## src/hw/rca_pkg.sv

```systemverilog
// constants and types for the calendar, alarm and countdown block
// Notes on behaviour
// [RULE_01] weekday is 3 bits, 0 Sunday up to 6 Saturday, 7 unused
// [RULE_02] year is four BCD digits in four nibbles, thousands in low two bits
// [RULE_03] February has 29 days in every year divisible by four
// [RULE_04] alarm flag sets when all unmasked alarm fields equal running counters
// [RULE_05] alarm flag holds until 0 written; 1 ignored; 0 ignored 1us after set
// [RULE_06] alarm pin pulled low only while alarm flag and its enable are 1
// [RULE_07] mask bit 3 at 0 compares the field, at 1 field is don't-care
// [RULE_08] writing run bit 1 starts countdown, writing 0 halts it
// [RULE_09] countdown flag sets at zero, holds until 0 written, same 1us lockout
// [RULE_10] countdown pin pulled low on event only when its enable is 1
// [RULE_11] level mode keeps pin low and flag set until flag written 0
// [RULE_12] level mode clears run bit at zero, unless started with flag set
// [RULE_13] periodic mode releases pin after a fixed interval; flag stays
// [RULE_14] periodic mode reloads preset after that interval and keeps counting
// [RULE_15] source select 00 4096Hz, 01 64Hz, 10 1Hz, 11 one per minute
// [RULE_16] two preset nibbles form the 8-bit start value, low nibble first
// [RULE_17] live count readable as low then high nibble while counting
// [RULE_18] writing either preset nibble loads the counter at once
// [RULE_19] preset nibbles keep their value until overwritten
// [RULE_20] counting begins at next falling source edge after the start write
// [RULE_21] after stop one more decrement may happen, and may raise an event
// [RULE_22] first counted period lasts zero to one source cycle
// [RULE_23] periodic pin low time is half a source period; with the minute source the pin releases at the next 1Hz rising edge
// [RULE_24] live count nibbles are read-only, writes ignored
// [RULE_25] bank select 00 bank 0, 01 bank 1, 10 bank 2, 11 bank 1
// [RULE_26] calendar counters are BCD, one digit per nibble
// [RULE_27] hour wrap advances weekday modulo seven and rolls date, month, year
package rca_pkg;
  localparam int CLK_NS = 8;
  localparam int FLAG_LOCK_NS = 1000;
  localparam int FLAG_LOCK_CYC = FLAG_LOCK_NS / CLK_NS;
  localparam logic [1:0] BANK_CAL = 2'h0;
  localparam logic [1:0] BANK_ALM = 2'h1;
  localparam logic [1:0] BANK_TMR = 2'h2;
  localparam logic [1:0] BANK_ALT = 2'h3;
  localparam logic [3:0] R_SEC_U = 4'h0;
  localparam logic [3:0] R_SEC_T = 4'h1;
  localparam logic [3:0] R_MIN_U = 4'h2;
  localparam logic [3:0] R_MIN_T = 4'h3;
  localparam logic [3:0] R_HOUR_U = 4'h4;
  localparam logic [3:0] R_HOUR_T = 4'h5;
  localparam logic [3:0] R_WDAY = 4'h6;
  localparam logic [3:0] R_DATE_U = 4'h7;
  localparam logic [3:0] R_DATE_T = 4'h8;
  localparam logic [3:0] R_MON_U = 4'h9;
  localparam logic [3:0] R_MON_T = 4'hA;
  localparam logic [3:0] R_YEAR_U = 4'hB;
  localparam logic [3:0] R_YEAR_T = 4'hC;
  localparam logic [3:0] R_YEAR_H = 4'hD;
  localparam logic [3:0] R_CTRL_E = 4'hE;
  localparam logic [3:0] R_CTRL_F = 4'hF;
  localparam logic [3:0] R_PRE_LO = 4'h4;
  localparam logic [3:0] R_PRE_HI = 4'h5;
  localparam logic [3:0] R_LIVE_LO = 4'h6;
  localparam logic [3:0] R_LIVE_HI = 4'h7;
  localparam logic [3:0] R_TSET = 4'h8;
  localparam int ALARM_REGS = 9;
  localparam int MASK_BIT = 3;
  localparam int FLAG_BIT = 1;
  localparam int IEN_BIT = 0;
  localparam int RUN_BIT = 3;
  localparam int MODE_BIT = 2;
  localparam logic [1:0] SRC_4096 = 2'h0;
  localparam logic [1:0] SRC_64 = 2'h1;
  localparam logic [1:0] SRC_1HZ = 2'h2;
  localparam logic [14:0] DIV_4096 = 15'h0007;
  localparam logic [14:0] DIV_64 = 15'h01FF;
  localparam logic [14:0] DIV_1HZ = 15'h7FFF;
  localparam logic [14:0] HALF_4096 = 15'h0003;
  localparam logic [14:0] HALF_64 = 15'h00FF;
  localparam logic [14:0] HALF_1HZ = 15'h3FFF;
  localparam logic [2:0] WDAY_LAST = 3'h6;
  localparam logic [3:0] DIG_ONE = 4'h1;
  localparam logic [3:0] DIG_TWO = 4'h2;
  localparam logic [3:0] DIG_NINE = 4'h9;
  typedef struct packed {
    logic selN;
    logic host_write_strobe_n;
    logic [3:0] addr;
    logic [3:0] data;
  } rca_host_type;
  typedef struct packed {
    logic [3:0] secU;
    logic [2:0] secT;
    logic [3:0] minU;
    logic [2:0] minT;
    logic [3:0] hourU;
    logic [1:0] hourT;
  } rca_clock_type;
  typedef enum logic [1:0] {TMR_IDLE, TMR_RUN, TMR_LAST, TMR_RETURN} rca_tmr_type;
endpackage

```

## src/hw/rca_top.sv

```systemverilog
// calendar, alarm compare and countdown timer behind the 4-bit register port
module rca_top #(
  parameter int LOCK_CYC = rca_pkg::FLAG_LOCK_CYC
) (
  input wire logic clk_sys,
  input wire logic rstn,
  input wire rca_pkg::rca_host_type host,
  input wire logic tick32k,
  input wire logic secTick,
  input wire logic minuteTick,
  input wire logic dayCarry,
  input wire rca_pkg::rca_clock_type clockNow,
  output logic [3:0] hostRdData,
  output logic alarmIrqPinN,
  output logic alarmIrqPinNOe,
  output logic countdownIrqPinN,
  output logic countdownIrqPinNOe
);
  import rca_pkg::*;

  initial begin
    if (LOCK_CYC < 1 || LOCK_CYC > 255) begin
      $error("LOCK_CYC must be 1 to 255");
    end
  end

  function automatic logic [1:0] bankOf(input logic [1:0] sel);
    bankOf = (sel == BANK_ALT) ? BANK_ALM : sel; // see [RULE_25]
  endfunction

  // falling (half=0) or rising (half=1) edge of the selected source clock; for the minute source the rising edge is the 1Hz one
  function automatic logic srcEdge(input logic [1:0] sel, input logic half,
                                   input logic [14:0] pc, input logic t32, input logic mt);
    case (sel) // see [RULE_15]
      SRC_4096: srcEdge = t32 && ((pc & DIV_4096) == (half ? HALF_4096 : DIV_4096));
      SRC_64: srcEdge = t32 && ((pc & DIV_64) == (half ? HALF_64 : DIV_64));
      SRC_1HZ: srcEdge = t32 && (pc == (half ? HALF_1HZ : DIV_1HZ));
      default: srcEdge = half ? (t32 && pc == HALF_1HZ) : mt;
    endcase
  endfunction

  function automatic logic [5:0] monthDays(input logic mT, input logic [3:0] mU,
                                           input logic leap);
    if (!mT && mU == DIG_TWO) begin
      monthDays = leap ? 6'h29 : 6'h28; // see [RULE_03]
    end else if ((!mT && (mU == 4'h4 || mU == 4'h6 || mU == 4'h9)) ||
                 (mT && mU == DIG_ONE)) begin
      monthDays = 6'h30;
    end else begin
      monthDays = 6'h31;
    end
  endfunction

  ////////////////////////////////////////////////////////////////////////
  // reset release and host port
  logic [1:0] rstSync_r;
  logic rstnInt;
  always_ff @(posedge clk_sys or negedge rstn) begin
    if (!rstn) begin
      rstSync_r <= 2'h0;
    end else begin
      rstSync_r <= {rstSync_r[0], 1'b1};
    end
  end
  assign rstnInt = rstSync_r[1];

  logic wrPrev_r, wrPrev_nxt;
  logic [1:0] bankSel_r, bankSel_nxt;
  logic [1:0] testTemp_r, testTemp_nxt;
  logic [3:0] rd_r, rd_nxt;
  logic [3:0] alarm_r [ALARM_REGS];
  logic [3:0] alarm_nxt [ALARM_REGS];
  logic [3:0] preLo_r, preLo_nxt, preHi_r, preHi_nxt;
  logic [3:0] tset_r, tset_nxt;
  logic aie_r, aie_nxt, tie_r, tie_nxt;
  logic wrTake;
  logic [1:0] bank;
  logic [3:0] wa, wd;

  // weekday and calendar state
  logic [2:0] wday_r, wday_nxt;
  logic [3:0] dateU_r, dateU_nxt, monU_r, monU_nxt;
  logic [1:0] dateT_r, dateT_nxt, yearK_r, yearK_nxt;
  logic monT_r, monT_nxt;
  logic [3:0] yearU_r, yearU_nxt, yearT_r, yearT_nxt, yearH_r, yearH_nxt;

  // countdown and flag state
  rca_tmr_type tst_r, tst_nxt;
  logic [14:0] presc_r, presc_nxt;
  logic [7:0] count_r, count_nxt;
  logic run_r, run_nxt, startFlag_r, startFlag_nxt;
  logic af_r, af_nxt, tf_r, tf_nxt;
  logic [7:0] afLock_r, afLock_nxt, tfLock_r, tfLock_nxt;
  logic aOe_r, aOe_nxt, tOe_r, tOe_nxt;
  logic aPinN_r, aPinN_nxt, tPinN_r, tPinN_nxt;

  logic leap, lastDay, alarmMatch, srcFall, srcRise, dec, zeroEvt;
  logic [5:0] dim;

  assign wrTake = !wrPrev_r && host.host_write_strobe_n && !host.selN;
  assign bank = bankOf(bankSel_r);
  assign wa = host.addr;
  assign wd = host.data;

  always_comb begin
    wrPrev_nxt = host.host_write_strobe_n;
    bankSel_nxt = bankSel_r;
    testTemp_nxt = testTemp_r;
    preLo_nxt = preLo_r; // see [RULE_19]
    preHi_nxt = preHi_r;
    tset_nxt = tset_r;
    aie_nxt = aie_r;
    tie_nxt = tie_r;
    for (int i = 0; i < ALARM_REGS; i++) begin
      alarm_nxt[i] = alarm_r[i];
    end
    if (wrTake) begin
      if (wa == R_CTRL_F) begin
        bankSel_nxt = wd[3:2];
      end
      if (wa == R_CTRL_E) begin
        testTemp_nxt = wd[3:2];
      end
      if (bank == BANK_ALM && wa <= R_DATE_T) begin
        alarm_nxt[wa] = wd;
      end
      if (bank == BANK_ALM && wa == R_CTRL_E) begin
        aie_nxt = wd[IEN_BIT];
      end
      if (bank == BANK_TMR) begin
        case (wa) // live count nibbles have no write path, see [RULE_24]
          R_PRE_LO: preLo_nxt = wd;
          R_PRE_HI: preHi_nxt = wd;
          R_TSET: tset_nxt = wd;
          R_CTRL_E: tie_nxt = wd[IEN_BIT];
          default: tset_nxt = tset_r;
        endcase
      end
    end
    rd_nxt = 4'h0;
    if (wa == R_CTRL_F) begin
      rd_nxt = {bankSel_r, 2'h0};
    end else if (bank == BANK_CAL) begin
      case (wa) // see [RULE_26]
        R_SEC_U: rd_nxt = clockNow.secU;
        R_SEC_T: rd_nxt = {1'b0, clockNow.secT};
        R_MIN_U: rd_nxt = clockNow.minU;
        R_MIN_T: rd_nxt = {1'b0, clockNow.minT};
        R_HOUR_U: rd_nxt = clockNow.hourU;
        R_HOUR_T: rd_nxt = {2'h0, clockNow.hourT};
        R_WDAY: rd_nxt = {1'b0, wday_r};
        R_DATE_U: rd_nxt = dateU_r;
        R_DATE_T: rd_nxt = {2'h0, dateT_r};
        R_MON_U: rd_nxt = monU_r;
        R_MON_T: rd_nxt = {3'h0, monT_r};
        R_YEAR_U: rd_nxt = yearU_r;
        R_YEAR_T: rd_nxt = yearT_r;
        R_YEAR_H: rd_nxt = yearH_r;
        default: rd_nxt = {testTemp_r, yearK_r}; // see [RULE_02]
      endcase
    end else if (bank == BANK_ALM) begin
      if (wa <= R_DATE_T) begin
        rd_nxt = alarm_r[wa];
      end else if (wa == R_CTRL_E) begin
        rd_nxt = {testTemp_r, af_r, aie_r};
      end
    end else begin
      case (wa)
        R_PRE_LO: rd_nxt = preLo_r;
        R_PRE_HI: rd_nxt = preHi_r;
        R_LIVE_LO: rd_nxt = count_r[3:0]; // see [RULE_17]
        R_LIVE_HI: rd_nxt = count_r[7:4];
        R_TSET: rd_nxt = {run_r, tset_r[2:0]};
        R_CTRL_E: rd_nxt = {testTemp_r, tf_r, tie_r};
        default: rd_nxt = 4'h0;
      endcase
    end
  end

  always_ff @(posedge clk_sys or negedge rstnInt) begin
    if (!rstnInt) begin
      wrPrev_r <= 1'b1;
      bankSel_r <= BANK_CAL;
      testTemp_r <= 2'h0;
      rd_r <= 4'h0;
      preLo_r <= 4'h0;
      preHi_r <= 4'h0;
      tset_r <= 4'h0;
      aie_r <= 1'b0;
      tie_r <= 1'b0;
      for (int i = 0; i < ALARM_REGS; i++) begin
        alarm_r[i] <= 4'h0;
      end
    end else begin
      wrPrev_r <= wrPrev_nxt;
      bankSel_r <= bankSel_nxt;
      testTemp_r <= testTemp_nxt;
      rd_r <= rd_nxt;
      preLo_r <= preLo_nxt;
      preHi_r <= preHi_nxt;
      tset_r <= tset_nxt;
      aie_r <= aie_nxt;
      tie_r <= tie_nxt;
      for (int i = 0; i < ALARM_REGS; i++) begin
        alarm_r[i] <= alarm_nxt[i];
      end
    end
  end

  ////////////////////////////////////////////////////////////////////////
  // calendar: a year is a multiple of four when tens even and units 0/4/8,
  // or tens odd and units 2/6; enough for the supported span
  assign leap = yearT_r[0] ? (yearU_r == 4'h2 || yearU_r == 4'h6) :
                (yearU_r == 4'h0 || yearU_r == 4'h4 || yearU_r == 4'h8); // see [RULE_03]
  assign dim = monthDays(monT_r, monU_r, leap);
  assign lastDay = ({dateT_r, dateU_r} == dim);

  always_comb begin
    wday_nxt = wday_r;
    dateU_nxt = dateU_r;
    dateT_nxt = dateT_r;
    monU_nxt = monU_r;
    monT_nxt = monT_r;
    yearU_nxt = yearU_r;
    yearT_nxt = yearT_r;
    yearH_nxt = yearH_r;
    yearK_nxt = yearK_r;
    if (dayCarry) begin
      wday_nxt = (wday_r >= WDAY_LAST) ? 3'h0 : wday_r + 3'h1; // see [RULE_01] [RULE_27]
      if (!lastDay) begin
        dateU_nxt = (dateU_r == DIG_NINE) ? 4'h0 : dateU_r + 4'h1;
        dateT_nxt = (dateU_r == DIG_NINE) ? dateT_r + 2'h1 : dateT_r;
      end else begin
        dateU_nxt = DIG_ONE;
        dateT_nxt = 2'h0;
        if (monT_r && monU_r == DIG_TWO) begin
          monT_nxt = 1'b0;
          monU_nxt = DIG_ONE;
          yearU_nxt = (yearU_r == DIG_NINE) ? 4'h0 : yearU_r + 4'h1; // see [RULE_02]
          if (yearU_r == DIG_NINE) begin
            yearT_nxt = (yearT_r == DIG_NINE) ? 4'h0 : yearT_r + 4'h1;
            if (yearT_r == DIG_NINE) begin
              yearH_nxt = (yearH_r == DIG_NINE) ? 4'h0 : yearH_r + 4'h1;
              yearK_nxt = (yearH_r == DIG_NINE) ? yearK_r + 2'h1 : yearK_r;
            end
          end
        end else begin
          monU_nxt = (monU_r == DIG_NINE) ? 4'h0 : monU_r + 4'h1;
          monT_nxt = (monU_r == DIG_NINE) ? 1'b1 : monT_r;
        end
      end
    end
    if (wrTake && bank == BANK_CAL) begin
      case (wa) // a host write wins over a same-cycle rollover
        R_WDAY: wday_nxt = wd[2:0];
        R_DATE_U: dateU_nxt = wd;
        R_DATE_T: dateT_nxt = wd[1:0];
        R_MON_U: monU_nxt = wd;
        R_MON_T: monT_nxt = wd[0];
        R_YEAR_U: yearU_nxt = wd;
        R_YEAR_T: yearT_nxt = wd;
        R_YEAR_H: yearH_nxt = wd;
        R_CTRL_E: yearK_nxt = wd[1:0];
        default: wday_nxt = wday_nxt;
      endcase
    end
  end

  always_ff @(posedge clk_sys or negedge rstnInt) begin
    if (!rstnInt) begin
      wday_r <= 3'h0;
      dateU_r <= DIG_ONE;
      dateT_r <= 2'h0;
      monU_r <= DIG_ONE;
      monT_r <= 1'b0;
      yearU_r <= 4'h0;
      yearT_r <= 4'h0;
      yearH_r <= 4'h0;
      yearK_r <= 2'h2;
    end else begin
      wday_r <= wday_nxt;
      dateU_r <= dateU_nxt;
      dateT_r <= dateT_nxt;
      monU_r <= monU_nxt;
      monT_r <= monT_nxt;
      yearU_r <= yearU_nxt;
      yearT_r <= yearT_nxt;
      yearH_r <= yearH_nxt;
      yearK_r <= yearK_nxt;
    end
  end

  ////////////////////////////////////////////////////////////////////////
  // alarm compare, countdown and flags
  assign alarmMatch = // see [RULE_04] [RULE_07]
    (alarm_r[0] == clockNow.secU || alarm_r[1][MASK_BIT]) &&
    (alarm_r[1][2:0] == clockNow.secT || alarm_r[1][MASK_BIT]) &&
    (alarm_r[2] == clockNow.minU || alarm_r[3][MASK_BIT]) &&
    (alarm_r[3][2:0] == clockNow.minT || alarm_r[3][MASK_BIT]) &&
    (alarm_r[4] == clockNow.hourU || alarm_r[5][MASK_BIT]) &&
    (alarm_r[5][1:0] == clockNow.hourT || alarm_r[5][MASK_BIT]) &&
    (alarm_r[6][2:0] == wday_r || alarm_r[6][MASK_BIT]) &&
    (alarm_r[7] == dateU_r || alarm_r[8][MASK_BIT]) &&
    (alarm_r[8][1:0] == dateT_r || alarm_r[8][MASK_BIT]);

  assign srcFall = srcEdge(tset_r[1:0], 1'b0, presc_r, tick32k, minuteTick);
  assign srcRise = srcEdge(tset_r[1:0], 1'b1, presc_r, tick32k, minuteTick);
  // a stopped count at zero never decrements, so zero presets raise nothing
  assign dec = srcFall && count_r != 8'h0 &&
               (tst_r == TMR_RUN || tst_r == TMR_LAST); // see [RULE_20] [RULE_22]
  assign zeroEvt = dec && count_r == 8'h1;

  always_comb begin
    presc_nxt = tick32k ? presc_r + 15'h1 : presc_r;
    tst_nxt = tst_r;
    count_nxt = dec ? count_r - 8'h1 : count_r;
    run_nxt = run_r;
    startFlag_nxt = startFlag_r;
    if (tst_r == TMR_LAST && srcFall) begin
      tst_nxt = TMR_IDLE; // see [RULE_21]
    end
    if (zeroEvt) begin
      if (tset_r[MODE_BIT]) begin
        tst_nxt = TMR_RETURN; // see [RULE_13]
      end else if (!startFlag_r) begin
        run_nxt = 1'b0; // see [RULE_12]
        tst_nxt = TMR_IDLE;
      end
    end
    if (tst_r == TMR_RETURN && srcRise) begin
      count_nxt = {preHi_r, preLo_r}; // see [RULE_14] [RULE_23]
      tst_nxt = run_r ? TMR_RUN : TMR_IDLE;
    end
    if (wrTake && bank == BANK_TMR && wa == R_TSET) begin
      run_nxt = wd[RUN_BIT]; // see [RULE_08]
      if (wd[RUN_BIT] && tst_r == TMR_IDLE) begin
        tst_nxt = TMR_RUN;
        startFlag_nxt = tf_r;
      end else if (!wd[RUN_BIT] && tst_r == TMR_RUN) begin
        tst_nxt = TMR_LAST;
      end
    end
    if (wrTake && bank == BANK_TMR && (wa == R_PRE_LO || wa == R_PRE_HI)) begin
      count_nxt = {preHi_nxt, preLo_nxt}; // see [RULE_16] [RULE_18]
    end
    afLock_nxt = (afLock_r != 8'h0) ? afLock_r - 8'h1 : 8'h0;
    tfLock_nxt = (tfLock_r != 8'h0) ? tfLock_r - 8'h1 : 8'h0;
    af_nxt = af_r;
    tf_nxt = tf_r;
    if (wrTake && wa == R_CTRL_E && !wd[FLAG_BIT]) begin
      if (bank == BANK_ALM && afLock_r == 8'h0) begin
        af_nxt = 1'b0; // see [RULE_05]
      end
      if (bank == BANK_TMR && tfLock_r == 8'h0) begin
        tf_nxt = 1'b0; // see [RULE_09]
      end
    end
    // set after clear so an event in the clearing cycle is kept
    if (secTick && alarmMatch) begin
      af_nxt = 1'b1;
      afLock_nxt = 8'(LOCK_CYC);
    end
    if (zeroEvt) begin
      tf_nxt = 1'b1;
      tfLock_nxt = 8'(LOCK_CYC);
    end
    aOe_nxt = af_nxt && aie_nxt; // see [RULE_06]
    tOe_nxt = tie_nxt && // see [RULE_10] [RULE_11]
              (tset_nxt[MODE_BIT] ? (tst_nxt == TMR_RETURN) : tf_nxt);
    // pin values get flops of their own so no output leaves through a gate
    aPinN_nxt = !aOe_nxt;
    tPinN_nxt = !tOe_nxt;
  end

  always_ff @(posedge clk_sys or negedge rstnInt) begin
    if (!rstnInt) begin
      presc_r <= 15'h0;
      tst_r <= TMR_IDLE;
      count_r <= 8'h0;
      run_r <= 1'b0;
      startFlag_r <= 1'b0;
      af_r <= 1'b0;
      tf_r <= 1'b0;
      afLock_r <= 8'h0;
      tfLock_r <= 8'h0;
      aOe_r <= 1'b0;
      tOe_r <= 1'b0;
      aPinN_r <= 1'b1;
      tPinN_r <= 1'b1;
    end else begin
      presc_r <= presc_nxt;
      tst_r <= tst_nxt;
      count_r <= count_nxt;
      run_r <= run_nxt;
      startFlag_r <= startFlag_nxt;
      af_r <= af_nxt;
      tf_r <= tf_nxt;
      afLock_r <= afLock_nxt;
      tfLock_r <= tfLock_nxt;
      aOe_r <= aOe_nxt;
      tOe_r <= tOe_nxt;
      aPinN_r <= aPinN_nxt;
      tPinN_r <= tPinN_nxt;
    end
  end

  assign hostRdData = rd_r;
  assign alarmIrqPinN = aPinN_r;
  assign alarmIrqPinNOe = aOe_r;
  assign countdownIrqPinN = tPinN_r;
  assign countdownIrqPinNOe = tOe_r;
endmodule

```

## config.mk

```make
export PLATFORM = sky130hd
export DESIGN_NAME = rca_top
export DESIGN_NICKNAME = d
export VERILOG_FILES = /design/src/hw/rca_pkg.sv /design/src/hw/rca_top.sv
export SDC_FILE = /design/constraint.sdc
export NUM_CORES = 1
export LEC_CHECK = 0
export BUFFER_PORTS_ARGS = -buffer_cell sky130_fd_sc_hd__buf_2
export CAP_MARGIN = 20
export CORE_MARGIN = 3
export CORE_UTILIZATION = 57
export CTS_BUF_LIST = sky130_fd_sc_hd__clkbuf_8
export CTS_CLUSTER_DIAMETER = 60
export DETAILED_ROUTE_END_ITERATION = 12
export PLACE_DENSITY = 0.78
export SYNTH_ARGS = -nofsm -noshare
export SYNTH_HDL_FRONTEND = slang
export SYNTH_SLANG_ARGS = --single-unit
```

## constraint.sdc

```tcl
create_clock -name clk_sys -period 4.02 [get_ports clk_sys]
set_input_delay 0.804 -clock clk_sys [delete_from_list [all_inputs] [get_ports clk_sys]]
set_output_delay 0.804 -clock clk_sys [all_outputs]
set_load 0.02 [all_outputs]
```

## Word level (Yosys, flattened, before mapping)

Cells that the tools add are included.

| word-level totals | value |
|---|---|
| flip-flop bits (word level) | 137 |
| latch bits | 0 |
| bits in writable memories | 0 |
| ROM bits | 0 |
| output and inout bits | 8 |
| word-level logic and storage cells | 314 |
| memories | 0 |

| operators by class | value |
|---|---|
| $add $sub $neg | 12 |
| multiply operators | 0 |
| divide/modulo/power cells | 0 |
| $lt $le $gt $ge | 4 |
| equal/unequal tests | 56 |
| shift-type cells | 0 |
| muxes and demuxes | 116 |
| bitwise operators | 1 |
| reduce and logical (&&, ||, !) cells | 83 |

Operators with widths:

| operator | count |
|---|---|
| $mux 4 | 46 |
| $eq 4x4->1 const B | 14 |
| $mux 8 | 7 |
| $pmux 4 s14 | 1 |
| $mux 2 | 22 |
| $logic_and 1x1->1 | 41 |
| $bwmux 36 | 1 |
| $eq 4x3->1 const B | 8 |
| $mux 1 | 26 |
| $pmux 4 s6 | 1 |
| $reduce_bool 8->1 | 3 |
| $sub 8x1->8 const B | 3 |
| $mux 3 | 7 |
| $add 4x1->4 const B | 5 |
| $logic_or 1x1->1 | 17 |
| $bmux 4 s4 | 1 |
| $demux 4 s4 | 1 |
| $eq 4x2->1 const B | 4 |
| $eq 4x4->1 | 4 |
| $logic_not 8->1 | 2 |
| $add 15x1->15 const B | 1 |
| $eq 15x14->1 const B | 1 |
| $eq 15x15->1 const B | 1 |
| $eq 2x2->1 const B | 6 |
| 28 further kinds | 49 |

## Longest topological paths before layout

| depth | value |
|---|---|
| depth after elaboration | 16 |
| depth in mapped cells | 11 |
| depth with buffers taken out | 10 |

## Least setup slack after synthesis

Ideal clock, no wire load.

| timing path | value |
|---|---|
| path kind | input -> register |
| from | input host[4] (netlist bit) |
| to | register alarm_r[4] (netlist bit) |
| library setup time | 0.125 ns |
| arrival | 2.676 ns |
| data required time | 3.895 ns |
| path slack | 1.220 ns |
| stages | 6 |
| path buffers | 3 |
| cells stage by stage | clkbuf_1 -> buf_1 -> buf_1 -> nand2_1 -> nor3_1 -> mux2_2 |

| between the ends | value |
|---|---|
| cells in the longest elaborated chain, start to end | 6 |
| elaborated cells between the ends (all ways) | 10 |

Ends and longest elaborated chain:

| item | line | text |
|---|---|---|
| start: declaration | rca_top.sv:7 | `input wire rca_pkg::rca_host_type host,` |
| $not 4->5 (implied by the code) | rca_top.sv:125 | `alarm_nxt[wa] = wd;` |
| $ge 5x5->1 (implied by the code) or $lt 5x1->1 (tied branches) | rca_top.sv:125 |  |
| $logic_and 1x1->1 (implied by the code) | rca_top.sv:125 |  |
| $mux 4 (implied by the code) | rca_top.sv:125 |  |
| $demux 4 s4 | rca_top.sv:125 |  |
| $bwmux 36 | rca_top.sv:125 |  |
| end signal: indexed assignment | rca_top.sv:205 | `alarm_r[i] <= alarm_nxt[i];` |
| end: declaration | rca_top.sv:71 | `logic [3:0] alarm_r [ALARM_REGS];` |

Parallel ways exist; a longest one is shown, timed or not.
A chain may end at the register's enable or synchronous reset.

## Worst setup path in the final report

| timing path | value |
|---|---|
| from | register presc_r[0] |
| to | register tst_r[1] |

| between the ends | value |
|---|---|
| cells in the longest elaborated chain, start to end | 12 |
| elaborated cells between the ends (all ways) | 27 |

Ends and longest elaborated chain:

| item | line | text |
|---|---|---|
| start: declaration | rca_top.sv:89 | `logic [14:0] presc_r, presc_nxt;` |
| start signal: assignment | rca_top.sv:391 | `presc_r <= presc_nxt;` |
| $eq 15x15->1 (tied with other cells) | rca_top.sv:37 | `SRC_1HZ: srcEdge = t32 && (pc == (half ? HALF_1HZ : DIV_1HZ));` |
| $logic_and 1x1->1, on equally long branches | rca_top.sv:37, rca_top.sv:35, rca_top.sv:36 |  |
| $pmux 1 s3 | rca_top.sv:34 | `case (sel)` |
| $logic_and 1x1->1 | rca_top.sv:319 | `if (tst_r == TMR_LAST && srcFall) begin` |
| $mux 2 | rca_top.sv:319 |  |
| $mux 2 | rca_top.sv:325 | `end else if (!startFlag_r) begin` |
| $mux 2 | rca_top.sv:323 | `if (tset_r[MODE_BIT]) begin` |
| $mux 2 | rca_top.sv:322 | `if (zeroEvt) begin` |
| $mux 2 (*) | rca_top.sv:330 | `if (tst_r == TMR_RETURN && srcRise) begin` |
| $mux 2 | rca_top.sv:339 | `end else if (!wd[RUN_BIT] && tst_r == TMR_RUN) begin` |
| $mux 2 | rca_top.sv:336 | `if (wd[RUN_BIT] && tst_r == TMR_IDLE) begin` |
| $mux 2 (*) | rca_top.sv:334 | `if (wrTake && bank == BANK_TMR && wa == R_TSET) begin` |
| via tst_nxt[1] | rca_top.sv:88 | `rca_tmr_type tst_r, tst_nxt;` |
| end signal: assignment | rca_top.sv:392 | `tst_r <= tst_nxt;` |
| end: declaration | rca_top.sv:88 |  |

The timed path passes the listed nets; every way through them passes the cells marked *.

==> impl_results.md <==
* Crit Reg-Reg Endpoint: tst_r[1]$_DFF_PN0_
* Largest net degree at the start of global routing at 81
* Crit path launch: presc_r[0]$_DFFE_PN0P_
* Fmax at 0.316 GHz
* Core footprint at 14600 um2
* Hold_buf cts at 0
* Slew headroom at 43.7%
* Clk sink count at roughly 140
* DRT Pass-1 Iters at 5
* H-tree depth at 4
* N_diodes at 0
* Synth Register Bits at 137
* Die H at 129 um
* Clk slew on worst S/H paths at 80 ps
* TritonCTS clock tree: done
* Tot GR Track Use at ~29%
* Synth async-reset ratio at 100%
* Row cnt at 44
* Skew-Pair Late Insertion Delay at 470 ps
* Crit path launch type: register
* DP Cell Count at 1089
* Synth top area cells: dfrtp_1 38%, mux2_2 6.9%, nand2_1 4.1%
* Commonest cells in the netlist: 131 x dfrtp_1, 95 x nand2_1, 78 x nor2_1, 53 x mux2_2, 43 x a21oi_1
* Synthesized area at around 8600 um2
* Worst path required time at between 4000 and 5000 ps
* Top_reg_cell synth: dfrtp_1
* Die area at approximately 17000 um2
* Critical path arrival at 3540 ps
* Overall die width at 129 um
* Final hold vios at 0
* Internal at 2.62 mW
* Via/cell ratio at between 6 and 7
* Layout cell share with drive strength beyond 1 at 17.4%
* Post-synth cell types at 79
* Fin cells at 1121
* Root Driver: clkbuf_8
* Final clock skew at about 11 ps
* VDD IR-drop max at around 0.26 mV
* FF-to-FF path depth at 7
* Number of synthesized flops with an enable pin at 0
* Initial antenna violation count at 0
* Layout net count at 984
* Worst setup endpoint: tst_r[1]$_DFF_PN0_
* Setup Fix Bufs, Post-CTS at 0
* PortBufs at 43
* Hold crit path type: in -> async
* GP Congestion at slightly above 1
* Post-CTS resize count at 0
* Sequential fraction of the synthesis area at 39.9%
* Sequential power share at 47.1%
* Reg2reg start: presc_r[0]$_DFFE_PN0P_
* Part of the power in combinational logic at 27.0%
* Most common cell in the netlist: dfrtp_1
* Clock power frac at 25.9%
* Outcome: finished clean
* Post-DP HPWL at between 15 and 20 mm
* Critical path type: reg -> reg
* Routed Antenna Nets at 0
* Routed len/inst at 20.8 um
* Pwr dens at 448 nW/um2
* Initial core utilization at 58.8%
* DRT Wirelength at ~23 mm
* Total number of vias at 7253
* Worst Path Max Fanout at 7
* Final Cycle Share at 78.7%
* Mean post-synth cell area at 9.55 um2
* TritonCTS Buffers at 17
* Worst R2R Setup Slack at 860 ps
* Warnings from Yosys at 0
* Max Cap Violations at 0
* Global-route wire length before repair at 37.8 mm
* Tightest Pin Transition at about 840 ps
* Cells after Synth at ~900
* CTS Buffer Depth at 2
* Drt drc at 0
* Critical path endpoint category: register
* Post-synth top area share at 38.1%
* Final period demand of the worst path at 3160 ps
* Lkg Pwr at 3.97 nW
* Setup-failing EPs final at 0
* Top cell type by total area after synthesis: dfrtp_1
* I/O pins at 44
* NetSw at 1.55 mW
* Final count of pins violating max slew at 0
* Vias in the first global route at 6823
* Sw frac at 37.1%
* TNS Setup at 0 ps
* RSZ-0062 raised after global routing: no
* Net Count, Synth at ~960
* GR Overflow Total at 0
* DR iter-0 viols at 879
* Layout area overhead at 7.96%
==> flip-flops by register name (all words and copies together), names as in the netlist, 3 cells and up <==
signal and count:
presc_r 15, dateU_r 4, afLock_r 8, preHi_r 4
tset_r 3, yearU_r 4, count_r 8, preLo_r 4
hostRdData 4, yearH_r 4, wday_r 3, yearT_r 4
alarm_r 36, monU_r 4, tfLock_r 8
==> routing by layer <==
| layer | share of wire, % | track usage, % |
|---|---|---|
| met5 | 0 | 0 |
| met4 | 2.7 | 10.9 |
| met3 | 8.4 | 6.10 |
| met2 | 44 | 41.8 |
| met1 | 45 | 44.1 |
==> power by group through the flow <==
stage,clock network [mW],logic (mW),registers (mW)
2_1_floorplan,0,0.946,1.83
3_3_place_gp,0,1.09,1.97
3_5_place_dp,0,1.11,1.98
4_1_cts,1.09,1.12,1.95
5_1_grt,1.15,1.26,2.00
6_report,1.08,1.13,1.96
==> cells in the final DEF, fill, tap and decap left out, types with 11 or more instances in the layout <==
master / instances
dfrtp_1: 130
nand2_1: 95
nor2_1: 78
mux2_2: 53
a21oi_1: 43
buf_2: 43
xnor2_1: 40
o21ai_0: 38
inv_1: 35
xor2_1: 28
ha_1: 24
nor3_1: 22
nand3_1: 22
clkbuf_8: 19
mux2i_1: 17
a22oi_1: 12
or3_1: 12
nand2b_1: 11
o31ai_1: 11
nand4_1: 11
==> cell type report <==
cell class                 count  area (um2)
clock buffer                  19         262
clock inverter                13         108
fill                        1203        5340
inverter                      35         131
multi-input combinational    683        4850
sequential                   137        3440
tap                          184         230
timing repair buffer          50         280
==> critical path, stage by stage (launching register included) <==
cell	delay (ps)
dfrtp_1	420
ha_1	250
nand3_1	130
nor4_1	670
a221oi_1	360
nor4_1	810
a22oi_1	200
o31ai_1	220
==> stage by stage <==
step	util [%]	power (mW)	cell area (um2)	setup WS, ps	hold slack, ps
6_report	63.5	4.17	9300	855	97.5
5_1_grt	63.5	4.41	9300	580	79.0
4_1_cts	63.5	4.16	9300	930	77.2
3_5_place_dp	61.0	3.08	8930	875	340
3_3_place_gp	61.0	3.05	8930	914	334
2_1_floorplan	-	2.78	8620	1220	331
==> logic make-up after synthesis <==
group           after synthesis  share of synthesized area (%)
simple gates                312                           17.7
compound gates              199                           16.9
flops                       137                           39.9
buf+inv                      82                           3.82
mux                          79                           11.3
xor+xnor                     68                           6.91
fa+ha+maj                    24                           3.49
other cells                   1                         0.0435
==> worst min-delay path by stage <==
stage,start,end,slack [ps],cells after the start
floorplan,rstSync_r[0]$_DFF_PN0_,rstSync_r[1]$_DFF_PN0_,330,0
global placement,rstSync_r[0]$_DFF_PN0_,rstSync_r[1]$_DFF_PN0_,330,0
detailed placement,rstSync_r[0]$_DFF_PN0_,rstSync_r[1]$_DFF_PN0_,340,0
CTS,rstn,rstSync_r[1]$_DFF_PN0_,80,1
global route,rstn,rstSync_r[1]$_DFF_PN0_,80,1
finish,rstn,rstSync_r[1]$_DFF_PN0_,100,1
(Power assumes the default switching activity.)
